## src/design/lin_pkg.sv

```systemverilog
// Shared constants, enumerations and carriers for the LIN frame decoder
package lin_pkg;
  // Sampling clock and default bit rate
  localparam int unsigned CLK_HZ = 25_000_000;
  localparam int unsigned DEF_BAUD = 19_200;
  localparam logic [15:0] DEF_DIV = 16'(CLK_HZ / DEF_BAUD);
  // Shortest usable bit period in clocks (half-bit sampling needs room)
  localparam logic [15:0] MIN_DIV = 16'h0004;
  // Clocks from a pin edge to its detection in the idle state
  localparam logic [15:0] EDGE_LAT = 16'h0002;
  // Silence of 2^GAP_SHIFT bit times closes a frame
  localparam int GAP_SHIFT = 2;
  // Fixed field values
  localparam logic [7:0] SYNC_VAL = 8'h55;
  localparam logic [5:0] DIAG_ID_A = 6'h3C;
  localparam logic [5:0] DIAG_ID_B = 6'h3D;
  // Response bytes kept: eight data plus checksum
  localparam int MAX_BYTES = 9;
  localparam logic [3:0] MAX_BYTES_4 = 4'h9;
  // Register byte offsets
  localparam logic [7:0] OFS_CTRL = 8'h00;
  localparam logic [7:0] OFS_BITDIV = 8'h04;
  localparam logic [7:0] OFS_IDPAT = 8'h08;
  localparam logic [7:0] OFS_DPAT_LO = 8'h0C;
  localparam logic [7:0] OFS_DPAT_HI = 8'h10;
  localparam logic [7:0] OFS_DCARE_LO = 8'h14;
  localparam logic [7:0] OFS_DCARE_HI = 8'h18;
  localparam logic [7:0] OFS_REC_INFO = 8'h1C;
  localparam logic [7:0] OFS_REC_DLO = 8'h20;
  localparam logic [7:0] OFS_REC_DHI = 8'h24;
  localparam logic [7:0] OFS_REC_TIME = 8'h28;
  // Field positions
  localparam int CAP_STOP_BIT = 15;
  localparam int IDP_PAT_LSB = 0;
  localparam int IDP_CARE_LSB = 8;
  localparam int IDP_HI_LSB = 16;
  localparam int RI_ID_LSB = 0;
  localparam int RI_LEN_LSB = 8;
  localparam int RI_CHK_LSB = 12;
  localparam int RI_ST_LSB = 24;
  localparam int RI_BUSY_BIT = 31;
  // Reset values
  localparam logic [5:0] IDCARE_RST = 6'h3F;
  // Protocol version selection
  typedef enum logic [1:0] {VER_1X, VER_2X, VER_VEH, VER_ANY} version_t;
  // Trigger source selection
  typedef enum logic [2:0] {
    TRG_OFF, TRG_FRAME_BEGIN, TRG_WAKE, TRG_ERROR, TRG_ID,
    TRG_IDENTIFIER_PAYLOAD
  } trig_mode_t;
  // Identifier comparison
  typedef enum logic [2:0] {CMP_EQ, CMP_NE, CMP_GT, CMP_LT, CMP_RANGE} cmp_t;
  // Per-frame result
  typedef enum logic [2:0] {
    ST_VALID, ST_SYNC_ERR, ST_CHECKSUM_ERR, ST_IDENTIFIER_CHECK_FAIL,
    ST_BUS_ROUSE_FRAME, ST_TRUNCATED_FRAME, ST_NO_DATA
  } status_t;
  // Control register, bit 0 is enable
  typedef struct packed {
    logic data_ne;
    logic byte_mode;
    logic err_sync_en;
    logic err_par_en;
    logic err_chk_en;
    cmp_t cmp_op;
    trig_mode_t trig_mode;
    version_t version;
    logic pol_low;
    logic enable;
  } ctrl_t;
  // Decoded frame record
  typedef struct packed {
    status_t status;
    logic [3:0] len;
    logic [5:0] id;
    logic [7:0] chks;
    logic [63:0] data;
    logic [31:0] start_time;
  } rec_t;
endpackage

```

## src/design/lin_frame_decoder_trigger.sv

```systemverilog
// LIN bus frame decoder, trigger unit and APB register slave
//
// Operation
// - Bytes: start, eight data LSB first, stop
// - No per-byte parity bit is expected
// - Polarity setting inverts the sampled line
// - Version setting selects checksum form
// - Bit rate programmable, fast user rates
// - Frame-begin trigger at sync stop bit
// - Wake trigger after wake-up frame seen
// - Checksum recomputed, mismatch flagged
// - Identifier parity bits 6,7 verified
// - Bad sync field flagged and triggers
// - Error trigger enables per error type
// - Identifier trigger: single value or range
// - Don't-care pattern allows only equal/unequal
// - Definite pattern also allows greater/less
// - Pattern bits are one, zero, don't-care
// - Byte-entry mode masks whole bytes only
// - Identifier plus data bytes both must match
// - Combined trigger offers equal/unequal only
// - Record: time, id, length, data, checksum
// - Record carries exactly one status
// - Boundary header-only frames marked no data
`timescale 1ns/1ps
module lin_frame_decoder_trigger #(
  parameter int ADDR_W = 8
) (
  input wire logic pclk,
  input wire logic presetn,
  input wire logic psel,
  input wire logic penable,
  input wire logic pwrite,
  input wire logic [ADDR_W-1:0] paddr,
  input wire logic [31:0] pwdata,
  output logic [31:0] prdata,
  output logic pready,
  output logic pslverr,
  input wire logic lin_in,
  output logic trigger,
  output logic record_valid,
  output lin_pkg::rec_t record
);
  import lin_pkg::*;

  typedef enum logic [2:0] {RX_IDLE, RX_START, RX_DATA, RX_STOP, RX_HOLD}
    rx_st_t;
  typedef enum logic [1:0] {FR_IDLE, FR_SYNC, FR_PID, FR_DATA} fr_st_t;

  // Expected identifier parity, {P1, P0}
  function automatic logic [1:0] pid_parity(input logic [5:0] id);
    pid_parity = {~(id[1] ^ id[3] ^ id[4] ^ id[5]),
                  id[0] ^ id[1] ^ id[2] ^ id[4]};
  endfunction

  // Eight-bit add with end-around carry
  function automatic logic [7:0] add_carry(input logic [7:0] a,
                                           input logic [7:0] b);
    logic [8:0] s;
    s = {1'b0, a} + {1'b0, b};
    add_carry = s[7:0] + {7'h00, s[8]};
  endfunction

  ctrl_t ctrl_q; // Configuration
  logic [15:0] div_q; // Clocks per bit
  logic [5:0] idpat_q, idcare_q, idhi_q; // Identifier pattern
  logic [63:0] dpat_q, dcare_q; // Data pattern, 1 = care
  logic line_q; // Sampled, polarity-corrected line
  rx_st_t rx_st_q;
  logic [15:0] cnt_q; // Bit timer
  logic [2:0] bidx_q; // Data bit index
  logic [7:0] shift_q, byte_q;
  logic byte_done_q, ferr_q;
  logic [17:0] gap_lim;
  logic [18:0] gap_q; // Idle-time counter
  logic gap_ev_q;
  fr_st_t fr_st_q;
  logic [7:0] pid_q;
  logic par_bad_q;
  logic [3:0] nbytes_q;
  logic [7:0] buf_q [MAX_BYTES];
  logic [7:0] sum_q, prev_sum_q;
  logic [31:0] ts_q, start_ts_q, trig_ts_q;
  logic access, wr_commit, cap_stop;

  // APB phase decode; write lands on the edge that sees pready high
  assign access = psel & penable;
  assign wr_commit = access & pready & pwrite;
  assign cap_stop = wr_commit & (paddr[7:0] == OFS_CTRL) &
                    pwdata[CAP_STOP_BIT];
  assign gap_lim = {div_q, 2'b00};

  // Free-running timestamp
  always_ff @(posedge pclk or negedge presetn) begin
    if (!presetn) begin
      ts_q <= 32'h0000_0000;
    end else begin
      ts_q <= ts_q + 32'h0000_0001;
    end
  end

  // Line sampling; a disabled decoder sees a recessive line
  always_ff @(posedge pclk or negedge presetn) begin
    if (!presetn) begin
      line_q <= 1'b1;
    end else begin
      line_q <= ctrl_q.enable ? (lin_in ^ ctrl_q.pol_low) : 1'b1;
    end
  end

  // Byte deframer, mid-bit sampling from the bit divider
  always_ff @(posedge pclk or negedge presetn) begin
    if (!presetn) begin
      rx_st_q <= RX_IDLE;
      cnt_q <= 16'h0000;
      bidx_q <= 3'h0;
      shift_q <= 8'h00;
      byte_q <= 8'h00;
      byte_done_q <= 1'b0;
      ferr_q <= 1'b0;
      gap_q <= 19'h00000;
      gap_ev_q <= 1'b0;
    end else begin
      byte_done_q <= 1'b0;
      gap_ev_q <= 1'b0;
      unique case (rx_st_q)
        RX_IDLE: begin
          if (!line_q) begin
            // Falling edge: aim at the middle of the start bit; the
            // register and detect delay is taken off, else short bit
            // periods get sampled at their very end
            rx_st_q <= RX_START;
            cnt_q <= (div_q >> 1) - EDGE_LAT;
            gap_q <= 19'h00000;
          end else if (gap_q <= {1'b0, gap_lim}) begin
            gap_q <= gap_q + 19'h00001;
            gap_ev_q <= (gap_q == {1'b0, gap_lim});
          end
        end
        RX_START: begin
          if (cnt_q != 16'h0000) begin
            cnt_q <= cnt_q - 16'h0001;
          end else if (!line_q) begin
            rx_st_q <= RX_DATA;
            cnt_q <= div_q - 16'h0001;
            bidx_q <= 3'h0;
          end else begin
            // Glitch shorter than half a bit
            rx_st_q <= RX_IDLE;
          end
        end
        RX_DATA: begin
          if (cnt_q != 16'h0000) begin
            cnt_q <= cnt_q - 16'h0001;
          end else begin
            shift_q <= {line_q, shift_q[7:1]};
            cnt_q <= div_q - 16'h0001;
            bidx_q <= bidx_q + 3'h1;
            if (bidx_q == 3'h7) begin
              rx_st_q <= RX_STOP; // No parity bit follows
            end
          end
        end
        RX_STOP: begin
          if (cnt_q != 16'h0000) begin
            cnt_q <= cnt_q - 16'h0001;
          end else begin
            byte_done_q <= 1'b1;
            byte_q <= shift_q;
            ferr_q <= ~line_q;
            // A long dominant break must not restart the deframer
            rx_st_q <= line_q ? RX_IDLE : RX_HOLD;
          end
        end
        RX_HOLD: begin
          if (line_q) begin
            rx_st_q <= RX_IDLE;
          end
        end
      endcase
    end
  end

  logic is_break, ev_sof, ev_sync_err, ev_pid, pid_bad, ev_wake;
  logic ev_end, ev_hdr_only, chk_ok, classic_ok, enh_ok, diag;
  logic [7:0] last_b;
  logic [3:0] len;
  logic [63:0] data_vec;

  // Frame-level events
  always_comb begin
    is_break = byte_done_q & ferr_q & (byte_q == 8'h00);
    ev_sof = byte_done_q & ~is_break & (fr_st_q == FR_SYNC) &
             (byte_q == SYNC_VAL) & ~ferr_q;
    ev_sync_err = byte_done_q & ~is_break & (fr_st_q == FR_SYNC) &
                  ~ev_sof;
    ev_pid = byte_done_q & ~is_break & (fr_st_q == FR_PID);
    pid_bad = ev_pid & (byte_q[7:6] != pid_parity(byte_q[5:0]));
    // Break with no sync before the line rests
    ev_wake = gap_ev_q & (fr_st_q == FR_SYNC);
    ev_end = (gap_ev_q | is_break) & (fr_st_q == FR_DATA) &
             (nbytes_q != 4'h0);
    ev_hdr_only = (gap_ev_q | is_break) & ((fr_st_q == FR_PID) |
                  ((fr_st_q == FR_DATA) & (nbytes_q == 4'h0)));
    len = (nbytes_q == 4'h0) ? 4'h0 : nbytes_q - 4'h1;
    last_b = buf_q[len];
    // Checksum: classic over data, enhanced adds the protected id
    classic_ok = (~prev_sum_q == last_b);
    enh_ok = (~add_carry(prev_sum_q, pid_q) == last_b);
    diag = (pid_q[5:0] == DIAG_ID_A) | (pid_q[5:0] == DIAG_ID_B);
    unique case (ctrl_q.version)
      VER_1X: chk_ok = classic_ok;
      VER_2X, VER_VEH: chk_ok = diag ? classic_ok : enh_ok;
      VER_ANY: chk_ok = classic_ok | enh_ok;
    endcase
    for (int i = 0; i < 8; i++) begin
      data_vec[i*8 +: 8] = (4'(i) < len) ? buf_q[i] : 8'h00;
    end
  end

  // Frame sequencer: break, sync, identifier, response bytes
  always_ff @(posedge pclk or negedge presetn) begin
    if (!presetn) begin
      fr_st_q <= FR_IDLE;
      pid_q <= 8'h00;
      par_bad_q <= 1'b0;
      nbytes_q <= 4'h0;
      sum_q <= 8'h00;
      prev_sum_q <= 8'h00;
      start_ts_q <= 32'h0000_0000;
      for (int i = 0; i < MAX_BYTES; i++) begin
        buf_q[i] <= 8'h00;
      end
    end else if (cap_stop) begin
      fr_st_q <= FR_IDLE;
    end else if (is_break) begin
      fr_st_q <= FR_SYNC;
      start_ts_q <= ts_q;
      nbytes_q <= 4'h0;
    end else begin
      unique case (fr_st_q)
        FR_IDLE: ;
        FR_SYNC: begin
          if (byte_done_q) begin
            fr_st_q <= ev_sof ? FR_PID : FR_IDLE;
          end else if (gap_ev_q) begin
            fr_st_q <= FR_IDLE;
          end
        end
        FR_PID: begin
          if (byte_done_q) begin
            fr_st_q <= FR_DATA;
            pid_q <= byte_q;
            par_bad_q <= pid_bad;
            sum_q <= 8'h00;
            prev_sum_q <= 8'h00;
          end else if (gap_ev_q) begin
            fr_st_q <= FR_IDLE;
          end
        end
        FR_DATA: begin
          if (byte_done_q && nbytes_q < MAX_BYTES_4) begin
            buf_q[nbytes_q] <= byte_q;
            nbytes_q <= nbytes_q + 4'h1;
            prev_sum_q <= sum_q;
            sum_q <= add_carry(sum_q, byte_q);
          end else if (gap_ev_q) begin
            fr_st_q <= FR_IDLE;
          end
        end
      endcase
    end
  end

  logic id_eq, id_full, id_hit, data_eq, idp_hit, err_hit, fire;
  logic [5:0] id_care, id_rx;
  logic [7:0] cb;

  // Trigger condition evaluation
  always_comb begin
    id_rx = ev_pid ? byte_q[5:0] : pid_q[5:0];
    // Byte entry masks the identifier as a whole
    id_care = ctrl_q.byte_mode ? {6{|idcare_q}} : idcare_q;
    id_eq = ((id_rx ^ idpat_q) & id_care) == 6'h00;
    id_full = &id_care;
    unique case (ctrl_q.cmp_op)
      CMP_EQ: id_hit = id_eq;
      CMP_NE: id_hit = ~id_eq;
      CMP_GT: id_hit = id_full & (id_rx > idpat_q);
      CMP_LT: id_hit = id_full & (id_rx < idpat_q);
      CMP_RANGE: id_hit = id_full & (id_rx >= idpat_q) &
                          (id_rx <= idhi_q);
      default: id_hit = 1'b0;
    endcase
    // Data bytes beyond the received length fail if cared for
    data_eq = 1'b1;
    for (int i = 0; i < 8; i++) begin
      cb = ctrl_q.byte_mode ? {8{|dcare_q[i*8 +: 8]}} :
                              dcare_q[i*8 +: 8];
      if ((4'(i) >= len) ? (cb != 8'h00) :
          (((data_vec[i*8 +: 8] ^ dpat_q[i*8 +: 8]) & cb) != 8'h00)) begin
        data_eq = 1'b0;
      end
    end
    idp_hit = ev_end & ((ctrl_q.cmp_op == CMP_EQ) ? id_eq :
              (ctrl_q.cmp_op == CMP_NE) ? ~id_eq : 1'b0) &
              (ctrl_q.data_ne ? ~data_eq : data_eq);
    err_hit = (ev_end & ~par_bad_q & ~chk_ok & ctrl_q.err_chk_en) |
              (pid_bad & ctrl_q.err_par_en) |
              (ev_sync_err & ctrl_q.err_sync_en);
    unique case (ctrl_q.trig_mode)
      TRG_FRAME_BEGIN: fire = ev_sof;
      TRG_WAKE: fire = ev_wake;
      TRG_ERROR: fire = err_hit;
      TRG_ID: fire = ev_pid & id_hit;
      TRG_IDENTIFIER_PAYLOAD: fire = idp_hit;
      default: fire = 1'b0;
    endcase
  end

  // Trigger pulse and trigger timestamp
  always_ff @(posedge pclk or negedge presetn) begin
    if (!presetn) begin
      trigger <= 1'b0;
      trig_ts_q <= 32'h0000_0000;
    end else begin
      trigger <= fire;
      if (fire) begin
        trig_ts_q <= ts_q;
      end
    end
  end

  // Frame record; capture stop outranks every bus event
  always_ff @(posedge pclk or negedge presetn) begin
    if (!presetn) begin
      record_valid <= 1'b0;
      record <= '0;
    end else begin
      record_valid <= 1'b0;
      if (cap_stop ? (fr_st_q != FR_IDLE) :
          (ev_sync_err | ev_wake | ev_hdr_only | ev_end)) begin
        record_valid <= 1'b1;
        record.id <= pid_q[5:0];
        record.len <= len;
        record.chks <= last_b;
        record.data <= data_vec;
        record.start_time <= start_ts_q - trig_ts_q;
        if (cap_stop) begin
          record.status <= ((fr_st_q == FR_DATA) && (nbytes_q != 4'h0)) ?
                           ST_TRUNCATED_FRAME : ST_NO_DATA;
        end else if (ev_sync_err) begin
          record.status <= ST_SYNC_ERR;
        end else if (ev_wake) begin
          record.status <= ST_BUS_ROUSE_FRAME;
        end else if (ev_hdr_only) begin
          record.status <= ST_NO_DATA;
        end else begin
          record.status <= par_bad_q ? ST_IDENTIFIER_CHECK_FAIL :
                           chk_ok ? ST_VALID : ST_CHECKSUM_ERR;
        end
      end
    end
  end

  logic [31:0] rdata;
  logic mapped;

  // Read mux and address decode
  always_comb begin
    rdata = 32'h0000_0000;
    mapped = 1'b1;
    unique case (paddr[7:0])
      OFS_CTRL: rdata = 32'(ctrl_q);
      OFS_BITDIV: rdata = {16'h0000, div_q};
      OFS_IDPAT: begin
        rdata[IDP_PAT_LSB +: 6] = idpat_q;
        rdata[IDP_CARE_LSB +: 6] = idcare_q;
        rdata[IDP_HI_LSB +: 6] = idhi_q;
      end
      OFS_DPAT_LO: rdata = dpat_q[31:0];
      OFS_DPAT_HI: rdata = dpat_q[63:32];
      OFS_DCARE_LO: rdata = dcare_q[31:0];
      OFS_DCARE_HI: rdata = dcare_q[63:32];
      OFS_REC_INFO: begin
        rdata[RI_ID_LSB +: 6] = record.id;
        rdata[RI_LEN_LSB +: 4] = record.len;
        rdata[RI_CHK_LSB +: 8] = record.chks;
        rdata[RI_ST_LSB +: 3] = record.status;
        rdata[RI_BUSY_BIT] = (fr_st_q != FR_IDLE);
      end
      OFS_REC_DLO: rdata = record.data[31:0];
      OFS_REC_DHI: rdata = record.data[63:32];
      OFS_REC_TIME: rdata = record.start_time;
      default: mapped = 1'b0;
    endcase
    if (paddr[ADDR_W-1:0] != ADDR_W'(paddr[7:0])) begin
      mapped = 1'b0;
    end
  end

  // APB answer: one wait state, data and error with pready
  always_ff @(posedge pclk or negedge presetn) begin
    if (!presetn) begin
      pready <= 1'b0;
      prdata <= 32'h0000_0000;
      pslverr <= 1'b0;
    end else begin
      pready <= access & ~pready;
      if (access & ~pready) begin
        prdata <= pwrite ? 32'h0000_0000 : rdata;
        pslverr <= ~mapped;
      end else begin
        pslverr <= 1'b0;
      end
    end
  end

  // Configuration registers
  always_ff @(posedge pclk or negedge presetn) begin
    if (!presetn) begin
      ctrl_q <= '0;
      div_q <= DEF_DIV;
      idpat_q <= 6'h00;
      idcare_q <= IDCARE_RST;
      idhi_q <= 6'h00;
      dpat_q <= 64'h0;
      dcare_q <= 64'h0;
    end else if (wr_commit) begin
      unique case (paddr[7:0])
        OFS_CTRL: ctrl_q <= ctrl_t'(pwdata[$bits(ctrl_t)-1:0]);
        // Clamped so half-bit sampling stays meaningful
        OFS_BITDIV: div_q <= (pwdata[15:0] < MIN_DIV) ? MIN_DIV :
                             pwdata[15:0];
        OFS_IDPAT: begin
          idpat_q <= pwdata[IDP_PAT_LSB +: 6];
          idcare_q <= pwdata[IDP_CARE_LSB +: 6];
          idhi_q <= pwdata[IDP_HI_LSB +: 6];
        end
        OFS_DPAT_LO: dpat_q[31:0] <= pwdata;
        OFS_DPAT_HI: dpat_q[63:32] <= pwdata;
        OFS_DCARE_LO: dcare_q[31:0] <= pwdata;
        OFS_DCARE_HI: dcare_q[63:32] <= pwdata;
        default: ;
      endcase
    end
  end

  // Checks
  property p_sof_fire;
    @(posedge pclk) disable iff (!presetn)
    (ev_sof && ctrl_q.trig_mode == TRG_FRAME_BEGIN) |=> trigger;
  endproperty
  a_sof_fire: assert property (p_sof_fire)
    else $error("frame begin trigger missing");

  property p_wake_fire;
    @(posedge pclk) disable iff (!presetn)
    (ev_wake && ctrl_q.trig_mode == TRG_WAKE) |=>
      trigger && record_valid && record.status == ST_BUS_ROUSE_FRAME;
  endproperty
  a_wake_fire: assert property (p_wake_fire)
    else $error("wake frame not reported");

  property p_sync_rec;
    @(posedge pclk) disable iff (!presetn)
    (byte_done_q && fr_st_q == FR_SYNC && !is_break &&
     byte_q != SYNC_VAL) |=> record_valid && record.status == ST_SYNC_ERR;
  endproperty
  a_sync_rec: assert property (p_sync_rec)
    else $error("sync error not recorded");

  property p_par_flag;
    @(posedge pclk) disable iff (!presetn)
    (ev_pid && byte_q[6] != ^{byte_q[0], byte_q[1], byte_q[2], byte_q[4]})
      |=> par_bad_q;
  endproperty
  a_par_flag: assert property (p_par_flag)
    else $error("parity fault not flagged");

  property p_chk_rec;
    @(posedge pclk) disable iff (!presetn)
    (ev_end && !cap_stop && !par_bad_q && ctrl_q.version == VER_1X &&
     ~prev_sum_q != last_b) |=> record.status == ST_CHECKSUM_ERR;
  endproperty
  a_chk_rec: assert property (p_chk_rec)
    else $error("checksum mismatch not recorded");

  property p_masked_no_gt;
    @(posedge pclk) disable iff (!presetn)
    (ctrl_q.trig_mode == TRG_ID && ctrl_q.cmp_op == CMP_GT &&
     !(&id_care)) |=> !trigger;
  endproperty
  a_masked_no_gt: assert property (p_masked_no_gt)
    else $error("ordered compare with masked pattern");

  property p_trunc;
    @(posedge pclk) disable iff (!presetn)
    (cap_stop && fr_st_q == FR_DATA && nbytes_q != 4'h0) |=>
      record_valid && record.status == ST_TRUNCATED_FRAME;
  endproperty
  a_trunc: assert property (p_trunc)
    else $error("truncated frame not marked");

  property p_byte_time;
    @(posedge pclk) disable iff (!presetn)
    (rx_st_q == RX_IDLE && !line_q && div_q == MIN_DIV) |->
      ##[37:39] byte_done_q;
  endproperty
  a_byte_time: assert property (p_byte_time)
    else $error("byte length not ten bit times");

  property p_apb_answer;
    @(posedge pclk) disable iff (!presetn)
    (access && !pready) |=> pready;
  endproperty
  a_apb_answer: assert property (p_apb_answer)
    else $error("apb answer late");

  c_sof: cover property (@(posedge pclk) disable iff (!presetn) ev_sof);
  c_valid: cover property (@(posedge pclk) disable iff (!presetn)
    record_valid && record.status == ST_VALID);
  c_idp: cover property (@(posedge pclk) disable iff (!presetn)
    trigger && ctrl_q.trig_mode == TRG_IDENTIFIER_PAYLOAD);
endmodule

```

## config.mk

```make
export PLATFORM = sky130hd
export DESIGN_NAME = lin_frame_decoder_trigger
export DESIGN_NICKNAME = d
export VERILOG_FILES = /design/src/design/lin_pkg.sv /design/src/design/lin_frame_decoder_trigger.sv
export SDC_FILE = /design/constraint.sdc
export NUM_CORES = 1
export LEC_CHECK = 0
export ABC_CLOCK_PERIOD_IN_PS = 13900
export BUFFER_PORTS_ARGS = -buffer_cell sky130_fd_sc_hd__buf_2
export CAP_MARGIN = 20
export CORE_MARGIN = 3
export CORE_UTILIZATION = 35
export DETAILED_ROUTE_END_ITERATION = 16
export PLACE_DENSITY = 0.62
export SKIP_CTS_REPAIR_TIMING = 1
export SLEW_MARGIN = 10
export SYNTH_ARGS = -nofsm -noshare
export SYNTH_HDL_FRONTEND = slang
export SYNTH_SLANG_ARGS = --single-unit
```

## constraint.sdc

```tcl
create_clock -name pclk -period 13.9 [get_ports pclk]
set_input_delay 3.475 -clock pclk [delete_from_list [all_inputs] [get_ports pclk]]
set_output_delay 3.475 -clock pclk [all_outputs]
set_load 0.03 [all_outputs]
```

[Word-level counts from Yosys, hierarchy flattened]
Index checks and enable logic that the tools add are counted.
Cells by class
  muxes and demuxes: 114
  $add $sub $neg: 13
  reduce and logical (&&, ||, !) cells: 66
  $lt $le $gt $ge: 26
  equality and inequality tests: 50
  bitwise gates (word level): 83
Operators with widths (count)
  $mux W8: 22
  $pmux W6 S11: 2
  $reduce_bool A8 Y1: 16
  $mux W16: 6
  $bwmux W72: 1
  $and A8 B8 Y8: 8
  $pmux W16 S4: 1
  $reduce_or A8 Y1: 8
  $xor A8 B8 Y8: 8
  $mux W3: 14
  $mux W19: 2
  $pmux W4 S9: 1
  $add A32 B1 Y32 const B: 1
  $and A1 B1 Y1: 32
  $bmux W8 S4: 1
  $demux W8 S4: 1
  $eq A8 B5 Y1 const B: 4
  $mux W32: 1
  $pmux W8 S2: 2
  $sub A16 B1 Y16 const B: 2
  $sub A32 B32 Y32: 1
  $mux W1: 30
  $pmux W4 S7: 1
  $eq A8 B6 Y1 const B: 3
  77 further kinds: 184
Storage, ports and cells
  register bits: 590
  output and inout port bits: 153
  word-level logic and storage cells: 409
  bits of input ports: 46

[Logic depth before layout (Yosys ltp)]
Gate-level depths: netlist of run 1.
  word-level depth: 20
  mapped depth: 20

[Worst setup path after synthesis of run 1]
Ideal clock, no wire load.
  kind: input to register
  from: input paddr[1]
  to: register record[99] (netlist bit)
  library setup time: 0.139 ns
  arrival: 5.942 ns
  stages: 12
  required time: 13.761 ns
  path slack: 7.819 ns
  cell sequence: or4_1 -> nor2_1 -> and3_1 -> clkbuf_1 -> or3_1 -> a21oi_1 -> or2_2 -> clkbuf_1 -> inv_2 -> clkbuf_1 -> clkbuf_1 -> a21oi_1
On the way
  word-level cells in the longest chain between the ends: 4
Ends and longest elaborated chain
  start: declaration: RTL line lin_frame_decoder_trigger.sv:34  | input wire logic [ADDR_W-1:0] paddr,
  $logic_not A8 Y1: RTL line lin_frame_decoder_trigger.sv:89  | assign cap_stop = wr_commit & (paddr[7:0] == OFS_CTRL) &
  $and A1 B1 Y1 (2 in a row): RTL line lin_frame_decoder_trigger.sv:89
  $mux W1: RTL line lin_frame_decoder_trigger.sv:341  | if (cap_stop ? (fr_st_q != FR_IDLE) :
  end: declaration: RTL line lin_frame_decoder_trigger.sv:42  | output lin_pkg::rec_t record
No other way between the ends.
A chain may end at the register's enable or synchronous reset.

[Worst setup path in the final report of run 1]
  from: input paddr[7]
  to: register record[61] (netlist bit)
The elaborated chain is that of the path after synthesis.

==> metrics.csv, run 1 <==
metric,value,unit
crit_path_cell_trace,"buf_2, nor3_1, nand2b_1, nor2_2, buf_4, and3_1, or3_1, a21oi_1, or2_4, clkinv_2, buf_4, mux2_2",
p_leak,17.33,nW
hold_class,flip-flop to flip-flop,
use_met1,33.79,%
antenna_left,0,
post-route-drc-count,0,
criticalPathCategory,input port to flip-flop,
finalMaxSlewViolations,0,
ys_warn_count,0,
clockBufferDepth,3,
routed_wirelength,116.1,mm
clockRootBuffer,clkbuf_16,
peakVddDrop,0.1180,mV
synth_top_family_by_area,compound AO/OA/AOI/OAI gates,
syn_area,32370,µm²
initial_utilization,35.64,%
row_count,110,
fp.dieArea,96180,µm²
critPathTopFamily,buffers and inverters,
drtIter0Drc,2750,
hpwl,83.87,mm
crit_path_start_kind,input port,
clkTransAtPathRegs,60,ps
core_region_area,90840,µm²
status,"complete, no violations",
regToRegSetupSlack,7100,ps
syn_nets,3346,
fin_skew,41.47,ps
wire_per_inst,25.40,µm
port_buffers,198,
netlist_instances,3201,
worst_ep_arrival_time,7700,ps
use_met2,35.37,%
htreeDepth,3,
worstSkewPairLatency,630,ps
via_per_inst,5.917,
gp_congestion,0.9248,
synthXorXnorAreaFrac,5.051,%
worst_pin_slew,1167,ps
cp_common_cell,buf_4,
fin_cells,4572,
cp.required,14400,ps
num_vias,27050,
nets,3484,
chipHeight,310.1,µm
setup_violations,0,
synth.area.mux_share,12.21,%
overflow,0,
area.growth.synth_to_final,13.70,%
finish.utilization,40.52,%
grt_first_pass_wirelength,172.7,mm
cts_sinks,590,
rsz0062_at_grt,no,
critPathMaxFanout,69,
max_stage_delay,950,ps
drive_above_1_share,21.83,%
final_hold_viol_count,0,
cts_tree,yes,
grtUsageTotal,23.83,%
power.density,112.6,nW/µm²
cts_made_buffers,67,
antenna_found_initial,10,
timing.fmax,0.1390,GHz
synth_compound_area_share,15.94,%
synth-simple-area-share,13.76,%
period_needed,7193,ps
globalRouteMet3Util,5.370,%
ys_types,94,
maxSlewHeadroom,22.02,%
ys_seq_elements,590,
pin_count,199,
cp_num_buf_inv,4,
grt-busiest-layer,met2,
cp_slowest_cell,clkinv_2,
ys_seq_area_share,45.65,%
drv_cap,0,
die_w,310.1,µm
grt_max_degree,170,
drt-pass1-iter-count,8,
min_period_over_period,51.75,%
async_reset_ff_share,100.0,%
cp-end-kind,flip-flop,
synth_area_per_cell,10.11,µm²
synth-main-ff-cell,dfrtp_1,
first_global_vias,25840,
synth_edf_count,0,
synthAdderAreaFrac,3.896,%
setup_tns,0,ps
placed_cells,4444,
## where the power goes
part	leakage, nW	switching (mW)	internal (mW)
sequential	8.12	0.124	1.78
clock	1.09	0.759	1.05
combinational	8.11	0.304	0.125
total	17.3	1.19	2.96
## area by class of cell
| type | count | area (µm²) |
|---|---|---|
| inverter | 107 | 405.4 |
| fill | 8947 | 54030 |
| clock buffer | 102 | 2032 |
| sequential | 590 | 14780 |
| antenna | 6 | 15.01 |
| multi-input combinational | 2330 | 16550 |
| timing repair buffer | 243 | 1359 |
| tap | 1176 | 1471 |
| clock inverter | 18 | 195.2 |
## through the flow
stage / setup WS [ps] / cell area [µm²] / hold slack, ps / power [mW]
CTS: 6791 / 36780 / 434.8 / 4.166
global route: 6488 / 36800 / 451.1 / 4.289
finish: 6707 / 36810 / 434.6 / 4.143
global placement: 6260 / 34560 / 406.6 / 2.354
floorplan: 7819 / 32370 / 385.0 / 2.134
detailed placement: 6148 / 34560 / 426.7 / 2.360
## placed cells by master, fill, tap and decap left out, types with 13 or more instances in the layout
| cell type | instances |
|---|---|
| a211oi_1 | 19 |
| a21o_1 | 47 |
| a21oi_1 | 128 |
| a221oi_1 | 34 |
| a222oi_1 | 24 |
| a22o_1 | 33 |
| a22oi_1 | 74 |
| a31oi_1 | 41 |
| and3_1 | 43 |
| buf_2 | 199 |
| buf_4 | 41 |
| clkbuf_1 | 16 |
| clkbuf_16 | 70 |
| clkbuf_8 | 16 |
| dfrtp_1 | 577 |
| ha_1 | 96 |
| inv_1 | 104 |
| mux2_2 | 314 |
| mux2_4 | 19 |
| mux2i_1 | 13 |
| nand2_1 | 301 |
| nand2b_1 | 18 |
| nand3_1 | 135 |
| nand4_1 | 26 |
| nor2_1 | 210 |
| nor2b_1 | 24 |
| nor3_1 | 37 |
| nor4_1 | 30 |
| o2111ai_1 | 19 |
| o211ai_1 | 15 |
| o21ai_0 | 201 |
| o22ai_1 | 29 |
| o31ai_1 | 15 |
| or3_1 | 26 |
| xnor2_1 | 109 |
| xor2_1 | 70 |
## kinds of logic (layout without fill, tap and decap cells)
group           count (synthesis)  in the layout
fa+ha+maj                      99             99
flops                         590            590
mux                           346            346
simple gates                  935            935
xor+xnor                      182            182
buf+inv                       281            470
compound gates                768            768
other cells                     0              6
## sequential cells by signal (all words and copies together) (netlist names), 15 cells and up
register    flops
dcare_q        64
gap_q          19
start_ts_q     32
record        117
div_q          16
trig_ts_q      32
ts_q           32
dpat_q         64
prdata         32
cnt_q          16
buf_q          72
ctrl_q         15
## path summary, 6_finish.rpt
| kind | startpoint | to | cells past startpoint |
|---|---|---|---|
| max | paddr[7] | record[61]$_DFFE_PN0P_ | 12 |
| min | ctrl_q[0]$_DFFE_PN0P_ | line_q$_DFF_PN1_ | 1 |
| max reg2reg | nbytes_q[0]$_DFFE_PN0P_ | trig_ts_q[23]$_DFFE_PN0P_ | 16 |
| min reg2reg | ctrl_q[0]$_DFFE_PN0P_ | line_q$_DFF_PN1_ | 1 |
| max in group asynchronous | presetn | trigger$_DFF_PN0_ | 3 |
| min in group asynchronous | presetn | byte_q[3]$_DFFE_PN0P_ | 1 |
## Yosys cell counts (29+ instances only)
library cell / number / area share, %
a22o_1: 33 / 0.89
a31oi_1: 41 / 0.79
mux2_2: 314 / 11
xor2_1: 70 / 1.9
a21oi_1: 129 / 2.0
inv_1: 104 / 1.2
dfrtp_1: 578 / 45
a22oi_1: 74 / 1.7
clkbuf_1: 124 / 1.4
nor2_1: 221 / 2.6
o22ai_1: 29 / 0.56
nand2_1: 301 / 3.5
a21o_1: 47 / 1.1
o21ai_0: 203 / 3.1
and3_1: 43 / 0.83
a221oi_1: 34 / 0.92
xnor2_1: 109 / 2.9
nor4_1: 31 / 0.60
nand3_1: 135 / 2.1
nor3_1: 38 / 0.59
ha_1: 96 / 3.7
## layer usage
metal | vias up | routed length [µm]
li1 | 11960 | -
met1 | 13580 | 50380
met2 | 1262 | 50030
met3 | 242 | 10790
met4 | 6 | 4908
met5 | - | 29
No activity file was read; power rests on OpenSTA's default activity.
==> run 2, diff against run 1 <==
--- a/config.mk
+++ b/config.mk
@@ -5,13 +5,14 @@
 export SDC_FILE = /design/constraint.sdc
 export NUM_CORES = 1
 export LEC_CHECK = 0
-export ABC_CLOCK_PERIOD_IN_PS = 13900
+export ABC_AREA = 1
+export ABC_CLOCK_PERIOD_IN_PS = 6450
 export BUFFER_PORTS_ARGS = -buffer_cell sky130_fd_sc_hd__buf_2
 export CAP_MARGIN = 20
 export CORE_MARGIN = 3
 export CORE_UTILIZATION = 35
 export DETAILED_ROUTE_END_ITERATION = 16
-export PLACE_DENSITY = 0.62
+export PLACE_DENSITY = 0.64
 export SKIP_CTS_REPAIR_TIMING = 1
 export SLEW_MARGIN = 10
 export SYNTH_ARGS = -nofsm -noshare
==> constraint.sdc (replaced) <==
create_clock -name pclk -period 6.45 [get_ports pclk]
set_input_delay 1.6125 -clock pclk [delete_from_list [all_inputs] [get_ports pclk]]
set_output_delay 1.6125 -clock pclk [all_outputs]
set_load 0.03 [all_outputs]
==> run 2 against run 1 <==
Effect of this change: first-iteration DRC count is 34% higher; global-route usage is 2.2 points higher; via count is 18% higher; worst setup slack worse by 5500 ps; core utilization is 0.066 points lower; clock power is 110% higher; cell count is 26% higher.
==> metrics.csv, run 2 <==
metric,value,unit
status,"complete, no violations",
yosysMostFrequentCell,nand2_1,
fp.dieArea,98260,µm²
async_reset_ff_share,100.0,%
largest_register_ffs,117,
htreeDepth,3,
die_w,313.5,µm
via_per_inst,5.528,
ys_seq_area_share,44.67,%
p_sw,2.280,mW
cts_tree,yes,
layout_commonest_cell,nand2_1,
drv_cap,0,
min_period_over_period,80.57,%
cts_sinks,590,
drt-pass1-iter-count,6,
ys_top_cells_by_area,"dfrtp_1 (44%), nand2_1 (13%), o21ai_0 (7.0%)",
ys_types,65,
worst_pin_slew,1231,ps
port_buffers,198,
antenna_left,0,
critPathMaxFanout,22,
whs,469.8,ps
clockBufferDepth,3,
row_count,112,
maxSlewHeadroom,17.09,%
rsz0062_at_grt,no,
comb_power_share,10.2,%
cp-end-kind,flip-flop,
first_global_vias,29660,
netlist_instances,4305,
largest-register,record,
cp.required,6950,ps
setup_violations,0,
wire_per_inst,22.67,µm
num_vias,31960,
crit_start,byte_q[6]$_DFFE_PN0P_,
overflow,0,
crit_path_start_kind,flip-flop,
final_cell_mix,"nand2_1 (1,107), dfrtp_1 (578), inv_1 (494)",
drtIter0Drc,3675,
p_sw_share,26.40,%
post-route-drc-count,0,
setup_tns,0,ps
final_hold_viol_count,0,
nets,4619,
rr_worst_depth,19,
syn_area,33090,µm²
p_leak,18.05,nW
grt_max_degree,197,
grt_first_pass_wirelength,192.8,mm
core_region_area,93470,µm²
pin_count,199,
chipHeight,313.5,µm
gp_congestion,1.016,
peakVddDrop,0.1782,mV
criticalPathCategory,flip-flop to flip-flop,
power_frac_seq,44.9,%
timing.fmax,0.1924,GHz
clkTransAtPathRegs,60,ps
ys_seq_elements,590,
synth_edf_count,0,
period_needed,5197,ps
netlist_top_cells_count,"nand2_1 (1,113), dfrtp_1 (578), inv_1 (494)",
worstSkewPairLatency,620,ps
clockRootBuffer,clkbuf_16,
initial_utilization,35.40,%
routed_wirelength,131.0,mm
finalMaxSlewViolations,0,
syn_nets,4450,
worst_ep_arrival_time,5700,ps
grtUsageTotal,26.02,%
antenna_found_initial,9,
hold_class,flip-flop to flip-flop,
fin_skew,29.34,ps
hpwl,100.1,mm
ys_warn_count,0,
synth_top_area_share,43.71,%
area.growth.synth_to_final,14.28,%
reg_top3,"record x117, buf_q x72",
critPathCapture,trig_ts_q[7]$_DFFE_PN0P_,
synth-main-ff-cell,dfrtp_1,
power.internal,6.356,mW
power_frac_clock,44.9,%
drive_above_1_share,9.732,%
regToRegSetupSlack,1250,ps
synth_top_cell_by_area,dfrtp_1,
power.density,228.4,nW/µm²
rr_endpoint,trig_ts_q[7]$_DFFE_PN0P_,
r2r_start,byte_q[6]$_DFFE_PN0P_,
cts_made_buffers,67,
synth_area_per_cell,7.686,µm²
[run 2: cell count changes in the layout (fill, tap and decap cells not counted), sizes merged, moves of 43 or more]
cell / previous run / this run
o21ai: 204 / 467
inv: 108 / 503
nand4: 26 / 77
nand3: 135 / 308
a21o: 47 / 2
nand2: 301 / 1119
mux2: 333 / 16
xnor2: 109 / 28
nor2: 221 / 313
and3: 43 / 0
a22oi: 74 / 4
[run 2: cell type report]
| cell class | instances | area [µm²] |
|---|---|---|
| diodes | 6 | 15.01 |
| clock buffers | 98 | 1986 |
| clock inverters | 18 | 205.2 |
| fillers | 9531 | 55660 |
| inverters | 510 | 1914 |
| multi-input cells | 3038 | 15740 |
| flip-flops and latches | 590 | 14780 |
| well taps | 1254 | 1569 |
| repair buffers | 267 | 1607 |
[run 2: metrics by stage]
stage | util [%] | setup WS [ps] | instances | cell area [µm²] | power [mW]
after floorplan | - | 2743 | 4305 | 33090 | 4.469
after global placement | 38.04 | 1263 | 5655 | 35550 | 4.798
after detailed placement | 38.04 | 1121 | 5655 | 35550 | 4.811
after CTS | 40.38 | 1406 | 5771 | 37740 | 8.672
after global routing | 40.44 | 1152 | 5775 | 37800 | 8.927
final | 40.46 | 1253 | 5781 | 37810 | 8.636
[run 2: cell families (layout without fill, tap and decap cells)]
family / after synthesis / count (layout) / synth area share (%)
and+or+nand+nor: 1914 / 1914 / 24.25
xor gates and xnor gates: 111 / 111 / 2.938
adders and majority gates: 99 / 99 / 3.812
DFF: 590 / 590 / 44.67
muxes: 16 / 16 / 0.5445
AOI/OAI and AO/OA: 898 / 898 / 15.85
buffers and inverters: 677 / 893 / 7.937
other: 0 / 6 / 0
[run 2: layer usage]
metal | GRT usage (%) | wire length, µm | vias to the layer above
li1 | - | - | 14680
met2 | 38.49 | 55060 | 1662
met3 | 5.960 | 14000 | 318
met5 | 0 | 0 | -
met1 | 36.25 | 55380 | 15300
met4 | 11.75 | 6598 | 0
[run 2: power by group through the flow]
stage / Combinational, mW / Clock [mW] / Sequential (mW)
finish: 0.882 / 3.87 / 3.88
global placement: 0.855 / 0 / 3.94
floorplan: 0.542 / 0 / 3.93
global route: 0.974 / 4.06 / 3.89
detailed placement: 0.868 / 0 / 3.94
CTS: 0.870 / 3.92 / 3.88
[run 2: how the worst min path moves through the flow]
| stage | start | to | slack, ps | depth (start not counted) |
|---|---|---|---|---|
| floorplan | ts_q[28]$_DFF_PN0_ | trig_ts_q[28]$_DFFE_PN0P_ | 440 | 2 |
| global placement | ts_q[31]$_DFF_PN0_ | trig_ts_q[31]$_DFFE_PN0P_ | 460 | 2 |
| detailed placement | shift_q[0]$_DFFE_PN0P_ | shift_q[0]$_DFFE_PN0P_ | 460 | 2 |
| CTS | ts_q[28]$_DFF_PN0_ | trig_ts_q[28]$_DFFE_PN0P_ | 470 | 2 |
| global route | ts_q[28]$_DFF_PN0_ | trig_ts_q[28]$_DFFE_PN0P_ | 510 | 2 |
| finish | ts_q[28]$_DFF_PN0_ | trig_ts_q[28]$_DFFE_PN0P_ | 470 | 2 |
[run 2: critical path: stages (launching register included)]
cell and delay (ps):
dfrtp_1 540, clkinv_1 90, buf_4 240, nand3_1 130, nor4_2 390, nor2_1 120, buf_4 200, o21ai_0 950
ha_1 420, a21oi_1 120, nor2_1 60, o221ai_1 80, o21ai_0 140, o21ai_0 250, inv_1 90, nor3_1 220
nand3_2 420, buf_4 410, nand4_1 140, nand2_1 60
